===== src/rtl/tsa_pkg.sv =====
// package for the temperature adc two-wire register port
// assumes a single 10 MHz clock domain and synchronous pin inputs
`default_nettype none
package tsa_pkg;
  localparam int CLK_HZ = 10000000;
  localparam int CONV_PERIOD_US = 355;
  localparam int CONV_PERIOD_CYC = (CONV_PERIOD_US * (CLK_HZ / 1000000));
  localparam int ADDR_W = 7;
  localparam logic [3:0] PART_CODE = 4'h5; // arbitrary value
  localparam logic [2:0] PTR_TEMP = 3'h0;
  localparam logic [2:0] PTR_CTRL = 3'h1;
  localparam logic [2:0] PTR_HYST = 3'h2;
  localparam logic [2:0] PTR_OVER = 3'h3;
  localparam logic [2:0] PTR_RESULT = 3'h4;
  localparam logic [2:0] PTR_CTRL2 = 3'h5;
  localparam logic [7:0] CTRL_RESET = 8'h00;
  localparam logic [7:0] CTRL2_RESET = 8'h00;
  localparam logic [15:0] HYST_RESET = 16'h4b00;
  localparam logic [15:0] OVER_RESET = 16'h5000;
  localparam logic [15:0] LIMIT_MASK = 16'hff80;
  localparam logic [15:0] RESULT_MASK = 16'hffc0;
  localparam logic [7:0] CTRL2_MASK = 8'hc0;
  localparam int CH_MSB = 7;
  localparam int CH_LSB = 5;
  localparam int FQ_MSB = 4;
  localparam int FQ_LSB = 3;
  localparam int POL_BIT = 2;
  localparam int MODE_BIT = 1;
  localparam int SHDN_BIT = 0;
  localparam int CMODE_BIT = 7;
  localparam int FILT_BIT = 6;
  localparam logic [2:0] CH_MAX = 3'h4;
  localparam int CODE_STEPS = 1024;
  typedef enum logic [2:0] {
    TSA_IDLE = 3'b000,
    TSA_ADDR = 3'b001,
    TSA_WACK = 3'b010,
    TSA_WRX = 3'b011,
    TSA_RTX = 3'b100,
    TSA_RACK = 3'b101,
    TSA_IGN = 3'b110
  } tsa_state_t;
endpackage : tsa_pkg
`default_nettype wire


===== src/rtl/tsa_port.sv =====
// two-wire slave port and register set of a temperature sensing adc
// assumes scl/sda inputs synchronous to clk; sda is open drain via oe
`default_nettype none
module tsa_port #(
  parameter int CONV_PERIOD = tsa_pkg::CONV_PERIOD_CYC,
  parameter int FILT_LEN = 3
) (
  input wire logic clk,
  input wire logic arst_n,
  input wire logic scl_in,
  input wire logic sda_in,
  output logic sda_out,
  output logic sda_oe,
  input wire logic addr_select_hi_pin,
  input wire logic addr_select_mid_pin,
  input wire logic addr_select_lo_pin,
  input wire logic single_input_variant,
  input wire logic convert_trigger_pin,
  input wire logic conv_done,
  input wire logic [9:0] temp_code,
  input wire logic [9:0] adc_code,
  output logic conv_start,
  output logic conv_abort,
  output logic [2:0] channel_sel,
  output logic [2:0] fault_count,
  output logic overtemp_polarity,
  output logic interrupt_mode,
  output logic shutdown,
  output logic filters_off
);
  tsa_pkg::tsa_state_t state;
  logic [7:0] primary_control, secondary_control, pointer;
  logic [15:0] hysteresis_limit, overtemp_limit, temp_result, conversion_result;
  logic [2:0] scl_f, sda_f;
  logic scl_s, sda_s, scl_d, sda_d;
  logic [3:0] bitcnt;
  logic [7:0] shreg;
  logic byte_idx_hi, ptr_loaded, rd_lo;
  logic busy, converting, pend_restart;
  logic [31:0] period_cnt;
  logic trig_d;

  // glitch filter: a level must persist 3 samples unless disabled; FILT_LEN is not used
  function automatic logic filt(input logic [2:0] h, input logic cur, input logic off);
    if (off) return h[0];
    if (&h) return 1'b1;
    if (~|h) return 1'b0;
    return cur;
  endfunction : filt

  function automatic logic [15:0] reg_word(input logic [2:0] sel);
    unique case (sel)
      tsa_pkg::PTR_TEMP: reg_word = temp_result;
      tsa_pkg::PTR_CTRL: reg_word = {primary_control, 8'h00};
      tsa_pkg::PTR_HYST: reg_word = hysteresis_limit;
      tsa_pkg::PTR_OVER: reg_word = overtemp_limit;
      tsa_pkg::PTR_RESULT: reg_word = conversion_result;
      tsa_pkg::PTR_CTRL2: reg_word = {secondary_control, 8'h00};
      default: reg_word = 16'h0000;
    endcase
  endfunction : reg_word

  // word under the pointer, kept in a variable so that its bytes can be selected
  logic [15:0] rd_word;
  always_comb rd_word = reg_word(pointer[2:0]);

  wire logic [6:0] own_addr = single_input_variant ? {tsa_pkg::PART_CODE, 3'h0} :
    {tsa_pkg::PART_CODE, addr_select_hi_pin, addr_select_mid_pin, addr_select_lo_pin};
  wire logic start_c = scl_s && scl_d && sda_d && !sda_s;
  wire logic stop_c = scl_s && scl_d && !sda_d && sda_s;
  wire logic scl_rise = scl_s && !scl_d;
  wire logic scl_fall = !scl_s && scl_d;

  always_ff @(posedge clk or negedge arst_n) begin
    if (!arst_n) begin
      scl_f <= 3'h7;
      sda_f <= 3'h7;
      scl_s <= 1'b1;
      sda_s <= 1'b1;
      scl_d <= 1'b1;
      sda_d <= 1'b1;
    end else begin
      scl_f <= {scl_f[1:0], scl_in};
      sda_f <= {sda_f[1:0], sda_in};
      scl_s <= filt(scl_f, scl_s, filters_off);
      sda_s <= filt(sda_f, sda_s, filters_off);
      scl_d <= scl_s;
      sda_d <= sda_s;
    end
  end

  // byte engine; received data shifts in on scl rise, sent data shifts out on scl fall, sda changes only after scl fall
  always_ff @(posedge clk or negedge arst_n) begin
    if (!arst_n) begin
      state <= tsa_pkg::TSA_IDLE;
      bitcnt <= 4'h0;
      shreg <= 8'h00;
      pointer <= 8'h00;
      byte_idx_hi <= 1'b1;
      ptr_loaded <= 1'b0;
      rd_lo <= 1'b0;
      sda_out <= 1'b0;
      sda_oe <= 1'b0;
      primary_control <= tsa_pkg::CTRL_RESET;
      secondary_control <= tsa_pkg::CTRL2_RESET;
      hysteresis_limit <= tsa_pkg::HYST_RESET;
      overtemp_limit <= tsa_pkg::OVER_RESET;
    end else if (start_c) begin
      state <= tsa_pkg::TSA_ADDR;
      bitcnt <= 4'h0;
      sda_oe <= 1'b0;
      ptr_loaded <= 1'b0;
      byte_idx_hi <= 1'b1;
    end else if (stop_c) begin
      state <= tsa_pkg::TSA_IDLE;
      sda_oe <= 1'b0;
    end else begin
      unique case (state)
        tsa_pkg::TSA_IDLE, tsa_pkg::TSA_IGN: begin
          sda_oe <= 1'b0;
        end
        tsa_pkg::TSA_ADDR, tsa_pkg::TSA_WRX: begin
          if (scl_rise) begin
            shreg <= {shreg[6:0], sda_s};
            bitcnt <= bitcnt + 4'h1;
          end else if (scl_fall && bitcnt == 4'h8) begin
            bitcnt <= 4'h0;
            if (state == tsa_pkg::TSA_ADDR) begin
              if (shreg[7:1] == own_addr) begin
                sda_oe <= 1'b1;
                state <= tsa_pkg::TSA_WACK;
                rd_lo <= shreg[0];
              end else begin
                state <= tsa_pkg::TSA_IGN;
              end
            end else begin
              sda_oe <= 1'b1;
              state <= tsa_pkg::TSA_WACK;
              if (!ptr_loaded) begin
                pointer <= shreg;
                ptr_loaded <= 1'b1;
                byte_idx_hi <= 1'b1;
              end else begin
                byte_idx_hi <= 1'b0;
                unique case (pointer[2:0])
                  tsa_pkg::PTR_CTRL: primary_control <= shreg;
                  tsa_pkg::PTR_CTRL2: secondary_control <= shreg & tsa_pkg::CTRL2_MASK;
                  tsa_pkg::PTR_HYST: begin
                    if (byte_idx_hi) hysteresis_limit[15:8] <= shreg;
                    else hysteresis_limit[7:0] <= shreg & tsa_pkg::LIMIT_MASK[7:0];
                  end
                  tsa_pkg::PTR_OVER: begin
                    if (byte_idx_hi) overtemp_limit[15:8] <= shreg;
                    else overtemp_limit[7:0] <= shreg & tsa_pkg::LIMIT_MASK[7:0];
                  end
                  default: ;
                endcase
              end
            end
          end
        end
        tsa_pkg::TSA_WACK: begin
          // ack cycle ends on the ninth falling edge
          if (scl_fall) begin
            if (rd_lo && !ptr_loaded) begin
              // read transfer: first data bit goes out right away
              ptr_loaded <= 1'b1;
              shreg <= rd_word[15:8];
              byte_idx_hi <= 1'b0;
              sda_oe <= !rd_word[15];
              sda_out <= 1'b0;
              bitcnt <= 4'h0;
              state <= tsa_pkg::TSA_RTX;
            end else begin
              sda_oe <= 1'b0;
              state <= tsa_pkg::TSA_WRX;
            end
          end
        end
        tsa_pkg::TSA_RTX: begin
          if (scl_fall) begin
            if (bitcnt == 4'h7) begin
              sda_oe <= 1'b0;
              state <= tsa_pkg::TSA_RACK;
            end else begin
              shreg <= {shreg[6:0], 1'b0};
              sda_oe <= !shreg[6];
              bitcnt <= bitcnt + 4'h1;
            end
          end
        end
        tsa_pkg::TSA_RACK: begin
          if (scl_rise) begin
            // a nack leaves the line to the master until stop
            rd_lo <= !sda_s;
          end else if (scl_fall) begin
            if (!rd_lo) begin
              state <= tsa_pkg::TSA_IGN;
            end else begin
              shreg <= byte_idx_hi ? rd_word[15:8] : rd_word[7:0];
              sda_oe <= byte_idx_hi ? !rd_word[15] : !rd_word[7];
              byte_idx_hi <= !byte_idx_hi;
              bitcnt <= 4'h0;
              rd_lo <= 1'b1;
              state <= tsa_pkg::TSA_RTX;
            end
          end
        end
        default: state <= tsa_pkg::TSA_IDLE;
      endcase
    end
  end

  // any addressed or unaddressed traffic counts as communication
  always_ff @(posedge clk or negedge arst_n) begin
    if (!arst_n) busy <= 1'b0;
    else if (start_c) busy <= 1'b1;
    else if (stop_c) busy <= 1'b0;
  end

  // conversion scheduling; free-run period restarts after each start
  always_ff @(posedge clk or negedge arst_n) begin
    if (!arst_n) begin
      period_cnt <= 32'h0;
      converting <= 1'b0;
      pend_restart <= 1'b0;
      conv_start <= 1'b0;
      conv_abort <= 1'b0;
      trig_d <= 1'b0;
    end else begin
      trig_d <= convert_trigger_pin;
      conv_start <= 1'b0;
      conv_abort <= 1'b0;
      // counted first so that the clear on a start below wins
      if (period_cnt < 32'(CONV_PERIOD - 1)) period_cnt <= period_cnt + 32'h1;
      if (converting && busy) begin
        converting <= 1'b0;
        conv_abort <= 1'b1;
        pend_restart <= 1'b1;
      end else if (converting && conv_done) begin
        converting <= 1'b0;
      end else if (!busy && !shutdown && !converting) begin
        if (pend_restart || (secondary_control[tsa_pkg::CMODE_BIT]
            ? (convert_trigger_pin && !trig_d)
            : (period_cnt >= 32'(CONV_PERIOD - 1)))) begin
          conv_start <= 1'b1;
          converting <= 1'b1;
          pend_restart <= 1'b0;
          period_cnt <= 32'h0;
        end
      end
    end
  end

  // results latched on completion; codes are straight binary steps of vref/1024
  always_ff @(posedge clk or negedge arst_n) begin
    if (!arst_n) begin
      temp_result <= 16'h0000;
      conversion_result <= 16'h0000;
    end else if (converting && conv_done && !busy) begin
      if (channel_sel == 3'h0) temp_result <= {temp_code, 6'h00};
      else conversion_result <= {adc_code, 6'h00} & tsa_pkg::RESULT_MASK;
    end
  end

  assign channel_sel = (primary_control[tsa_pkg::CH_MSB:tsa_pkg::CH_LSB] > tsa_pkg::CH_MAX)
    ? 3'h0 : primary_control[tsa_pkg::CH_MSB:tsa_pkg::CH_LSB];
  always_comb begin
    unique case (primary_control[tsa_pkg::FQ_MSB:tsa_pkg::FQ_LSB])
      2'b00: fault_count = 3'h1;
      2'b01: fault_count = 3'h2;
      2'b10: fault_count = 3'h4;
      2'b11: fault_count = 3'h6;
    endcase
  end
  assign overtemp_polarity = primary_control[tsa_pkg::POL_BIT];
  assign interrupt_mode = primary_control[tsa_pkg::MODE_BIT];
  assign shutdown = primary_control[tsa_pkg::SHDN_BIT];
  assign filters_off = secondary_control[tsa_pkg::FILT_BIT];
endmodule : tsa_port
`default_nettype wire

===== config.mk =====
export PLATFORM = sky130hd
export DESIGN_NAME = tsa_port
export DESIGN_NICKNAME = d
export VERILOG_FILES = /design/src/rtl/tsa_pkg.sv /design/src/rtl/tsa_port.sv
export SDC_FILE = /design/constraint.sdc
export NUM_CORES = 1
export LEC_CHECK = 0
export ABC_CLOCK_PERIOD_IN_PS = 4200
export BUFFER_PORTS_ARGS = -buffer_cell sky130_fd_sc_hd__buf_2
export CORE_MARGIN = 5
export CORE_UTILIZATION = 50
export CTS_BUF_LIST = sky130_fd_sc_hd__clkbuf_16
export CTS_CLUSTER_DIAMETER = 200
export DETAILED_ROUTE_END_ITERATION = 12
export PLACE_DENSITY_LB_ADDON = 0.15
export SLEW_MARGIN = 10
export SYNTH_ARGS = -nofsm -noshare
export SYNTH_HDL_FRONTEND = slang
export SYNTH_SLANG_ARGS = --single-unit

===== constraint.sdc =====
create_clock -name clk -period 4.2 [get_ports clk]
set_input_delay 0.84 -clock clk [delete_from_list [all_inputs] [get_ports clk]]
set_output_delay 0.84 -clock clk [all_outputs]
set_load 0.005 [all_outputs]

==> flow_metrics.env <==
export IMPL_fin_skew_ns=0.00687
export IMPL_synth_avg_cell_area_um2=11.0
export IMPL_core_um2=11500
export IMPL_final_nets=615
export IMPL_dp_worst_setup_slack_ns=1.49
export IMPL_cts_buffer_depth=2
export IMPL_hold_class="reg -> reg"
export IMPL_antenna_cells=0
export IMPL_synthFlopType="dfrtp_1"
export IMPL_p_leak_nw=3.11
export IMPL_boundaryPins=44
export IMPL_final_max_slew_viol_count=0
export IMPL_htree_num_levels=4
export IMPL_grt_max_degree=61
export IMPL_grt_first_pass_wirelength_mm=21.8
export IMPL_path_class="reg -> reg"
export IMPL_grt_antenna_before_repair=0
export IMPL_numCtsBuffers=17
export IMPL_synth_edf_count=0
export IMPL_rsz0062_at_grt="false"
export IMPL_critPathTopFamily="simple AND/OR/NAND/NOR gates"
export IMPL_clock_sink_count=118
export IMPL_antenna_left=0
export IMPL_path_cells="inv_1 > ha_1 > or3b_4 > nor2_4 > nand4_4 > nor3_4 > mux2_4"
export IMPL_syn_inst=537
export IMPL_synthArstFlopShare_pct=100
export IMPL_yosysUniqueCellTypes=68
export IMPL_dp_cells=701
export IMPL_num_vias=4241
export IMPL_whs_ns=0.373
export IMPL_hpwl_mm=8.89
export IMPL_max_slew_worst_pin_slew_ns=1.14
export IMPL_stdcell_count=733
export IMPL_avgRoutedWirePerCell_um=17.5
export IMPL_required_ns=4.49
export IMPL_clk_latency_ns=0.41
export IMPL_start_util_pct=51.5
export IMPL_ir_worst_vdd_mv=0.480
export IMPL_outcome="completed"
export IMPL_yosysWarnings=0
export IMPL_syn_num_nets=575
export IMPL_via_per_inst=5.79
export IMPL_cp_slowest_cell="nor3_4"
export IMPL_synth_area_um2=5930
export IMPL_wirelength_mm=12.8
export IMPL_cts_resized=0
export IMPL_fin_crit_sh_pct=64.6
export IMPL_num_rows=39
export IMPL_port_buffers=42
export IMPL_fmax_ghz=0.368
export IMPL_path_clk_slew_ns=0.05
export IMPL_ys_ff_latch=118
export IMPL_die_area_um2=14100
export IMPL_slew_headroom_pct=23.3
export IMPL_cts_tree="done"
export IMPL_powerDensity_nw_per_um2=528
export IMPL_grt_overflow_total=0
export IMPL_cp_arrival_ns=3.01
export IMPL_fin_ws_ns=1.49
export IMPL_drt_initial_drc_count=250
export IMPL_area_delta_synth_final_pct=14.9
export IMPL_die_y_um=119
export IMPL_fin_tns_setup_ns=0
export IMPL_post_cts_buffers=0
export IMPL_drive_gt1_share_pct=25.6
export IMPL_grt_pass1_vias=4308
export IMPL_cp_end_kind="flop"
export IMPL_post_route_drc_count=0
export IMPL_slowest_delay_ns=0.62
export IMPL_cts_root_buf="clkbuf_16"
export IMPL_dr_pass1_iters=4
export IMPL_gp_congestion=0.892
export IMPL_setup_viol=0
export IMPL_cts_hold_buf=0
export IMPL_seq_area_frac_synth_pct=50.1
export IMPL_die_width_um=119
export IMPL_startpoint_type="flop"
export IMPL_crit_path_max_fanout=9
export IMPL_grt_usage_pct=19.3
export IMPL_drv_cap=0
export IMPL_hold_violations=0
export IMPL_min_period_ns=2.71
export IMPL_fillCellCount=936
export IMPL_path_buf_inv=1
## final timing paths
kind                          start  cells past startpoint                  end  slack, ns
min reg2reg                scl_f[1]                      0             scl_f[2]       0.37
max in group asynchronous    arst_n                      2  hysteresis_limit[9]       2.89
max reg2reg                   scl_d                      7   primary_control[2]       1.49
min in group asynchronous    arst_n                      1        period_cnt[9]       0.49
min                        scl_f[1]                      0             scl_f[2]       0.37
max                           scl_d                      7   primary_control[2]       1.49
## cell usage after synthesis, drive strengths merged, types with 13 or more instances
cell type	n	share of area, %
dfrtp	101	43
mux2	54	11
nor2	38	2.5
a21oi	32	2.7
nand2	32	2.0
o21ai	31	2.6
and2	24	2.5
inv	19	1.2
dfstp	17	7.5
nand3	15	1.3
buf	13	1.3
nand2b	13	1.4
## sequential cells by signal (all words and copies together) (netlist names), 2 cells and up
signal             cells
hysteresis_limit       9
overtemp_limit         9
conversion_result     10
primary_control        8
temp_result           10
shreg                  8
scl_f                  3
state                  3
secondary_control      2
pointer                3
sda_f                  3
bitcnt                 4
period_cnt            32
## power by group
group,internal (W),switching [W]
sequential,0.00127,0.000229
clock,0.000910,0.000484
combinational,0.000297,0.000410
total,0.00247,0.00112
## metrics by stage
| step | total power (W) | instance area, um2 | util, % |
|---|---|---|---|
| floorplan | 0.00199 | 5930 | - |
| global placement | 0.00219 | 6250 | 54.2 |
| detailed placement | 0.00220 | 6250 | 54.2 |
| CTS | 0.00362 | 6820 | 59.2 |
| global route | 0.00380 | 6820 | 59.2 |
| finish | 0.00360 | 6820 | 59.2 |
## layout make-up
class / count / area [um2] / area share [%]
clock buffer: 17 / 425 / 6.24
clock inverter: 15 / 145 / 2.13
inverter: 19 / 71.3 / 1.05
multi-input combinational: 375 / 2770 / 40.6
sequential: 118 / 2970 / 43.6
tap: 143 / 179 / 2.62
timing repair buffer: 46 / 255 / 3.74
## cells by family (layout without fill, tap and decap cells)
group,after synthesis,after routing,share of synthesized area [%]
compound gates,96,96,9.87
xor+xnor,12,12,1.77
fa+ha+maj,8,8,1.69
buf+inv,44,97,3.29
flops,118,118,50.1
mux,68,68,14.4
other cells,1,1,0.0632
simple gates,190,190,18.8
## cell usage in the layout, fill, tap and decap left out, types with 3 or more instances in the layout
master	n
a21o_1	3
a21oi_1	32
a31oi_1	3
and2_1	24
and3_1	4
and4b_1	3
buf_2	41
buf_4	4
bufinv_16	3
clkbuf_16	17
clkinv_1	6
dfrtp_1	101
dfstp_2	17
ha_1	8
inv_1	20
mux2_1	9
mux2_2	37
mux2_4	8
mux2i_1	8
mux4_2	6
nand2_1	32
nand2b_1	13
nand3_1	15
nand3b_1	6
nand4b_1	5
nor2_1	37
nor2b_1	10
nor3_1	9
nor4_1	6
o211ai_1	5
o21ai_0	28
o21ai_1	3
o31ai_1	4
or3_1	4
xnor2_1	4
xor2_1	8
## per-layer routing
| metal | share of wire (%) | wire length, um | GRT usage (%) | vias up |
|---|---|---|---|---|
| met3 | 4.8 | 619 | 4.98 | 27 |
| li1 | - | - | - | 2000 |
| met2 | 48 | 6100 | 30.4 | 98 |
| met5 | 0 | 0 | 0 | - |
| met4 | 2.3 | 290 | 8.04 | 0 |
| met1 | 45 | 5820 | 25.6 | 2116 |
Power figures use the tool's default switching activity.
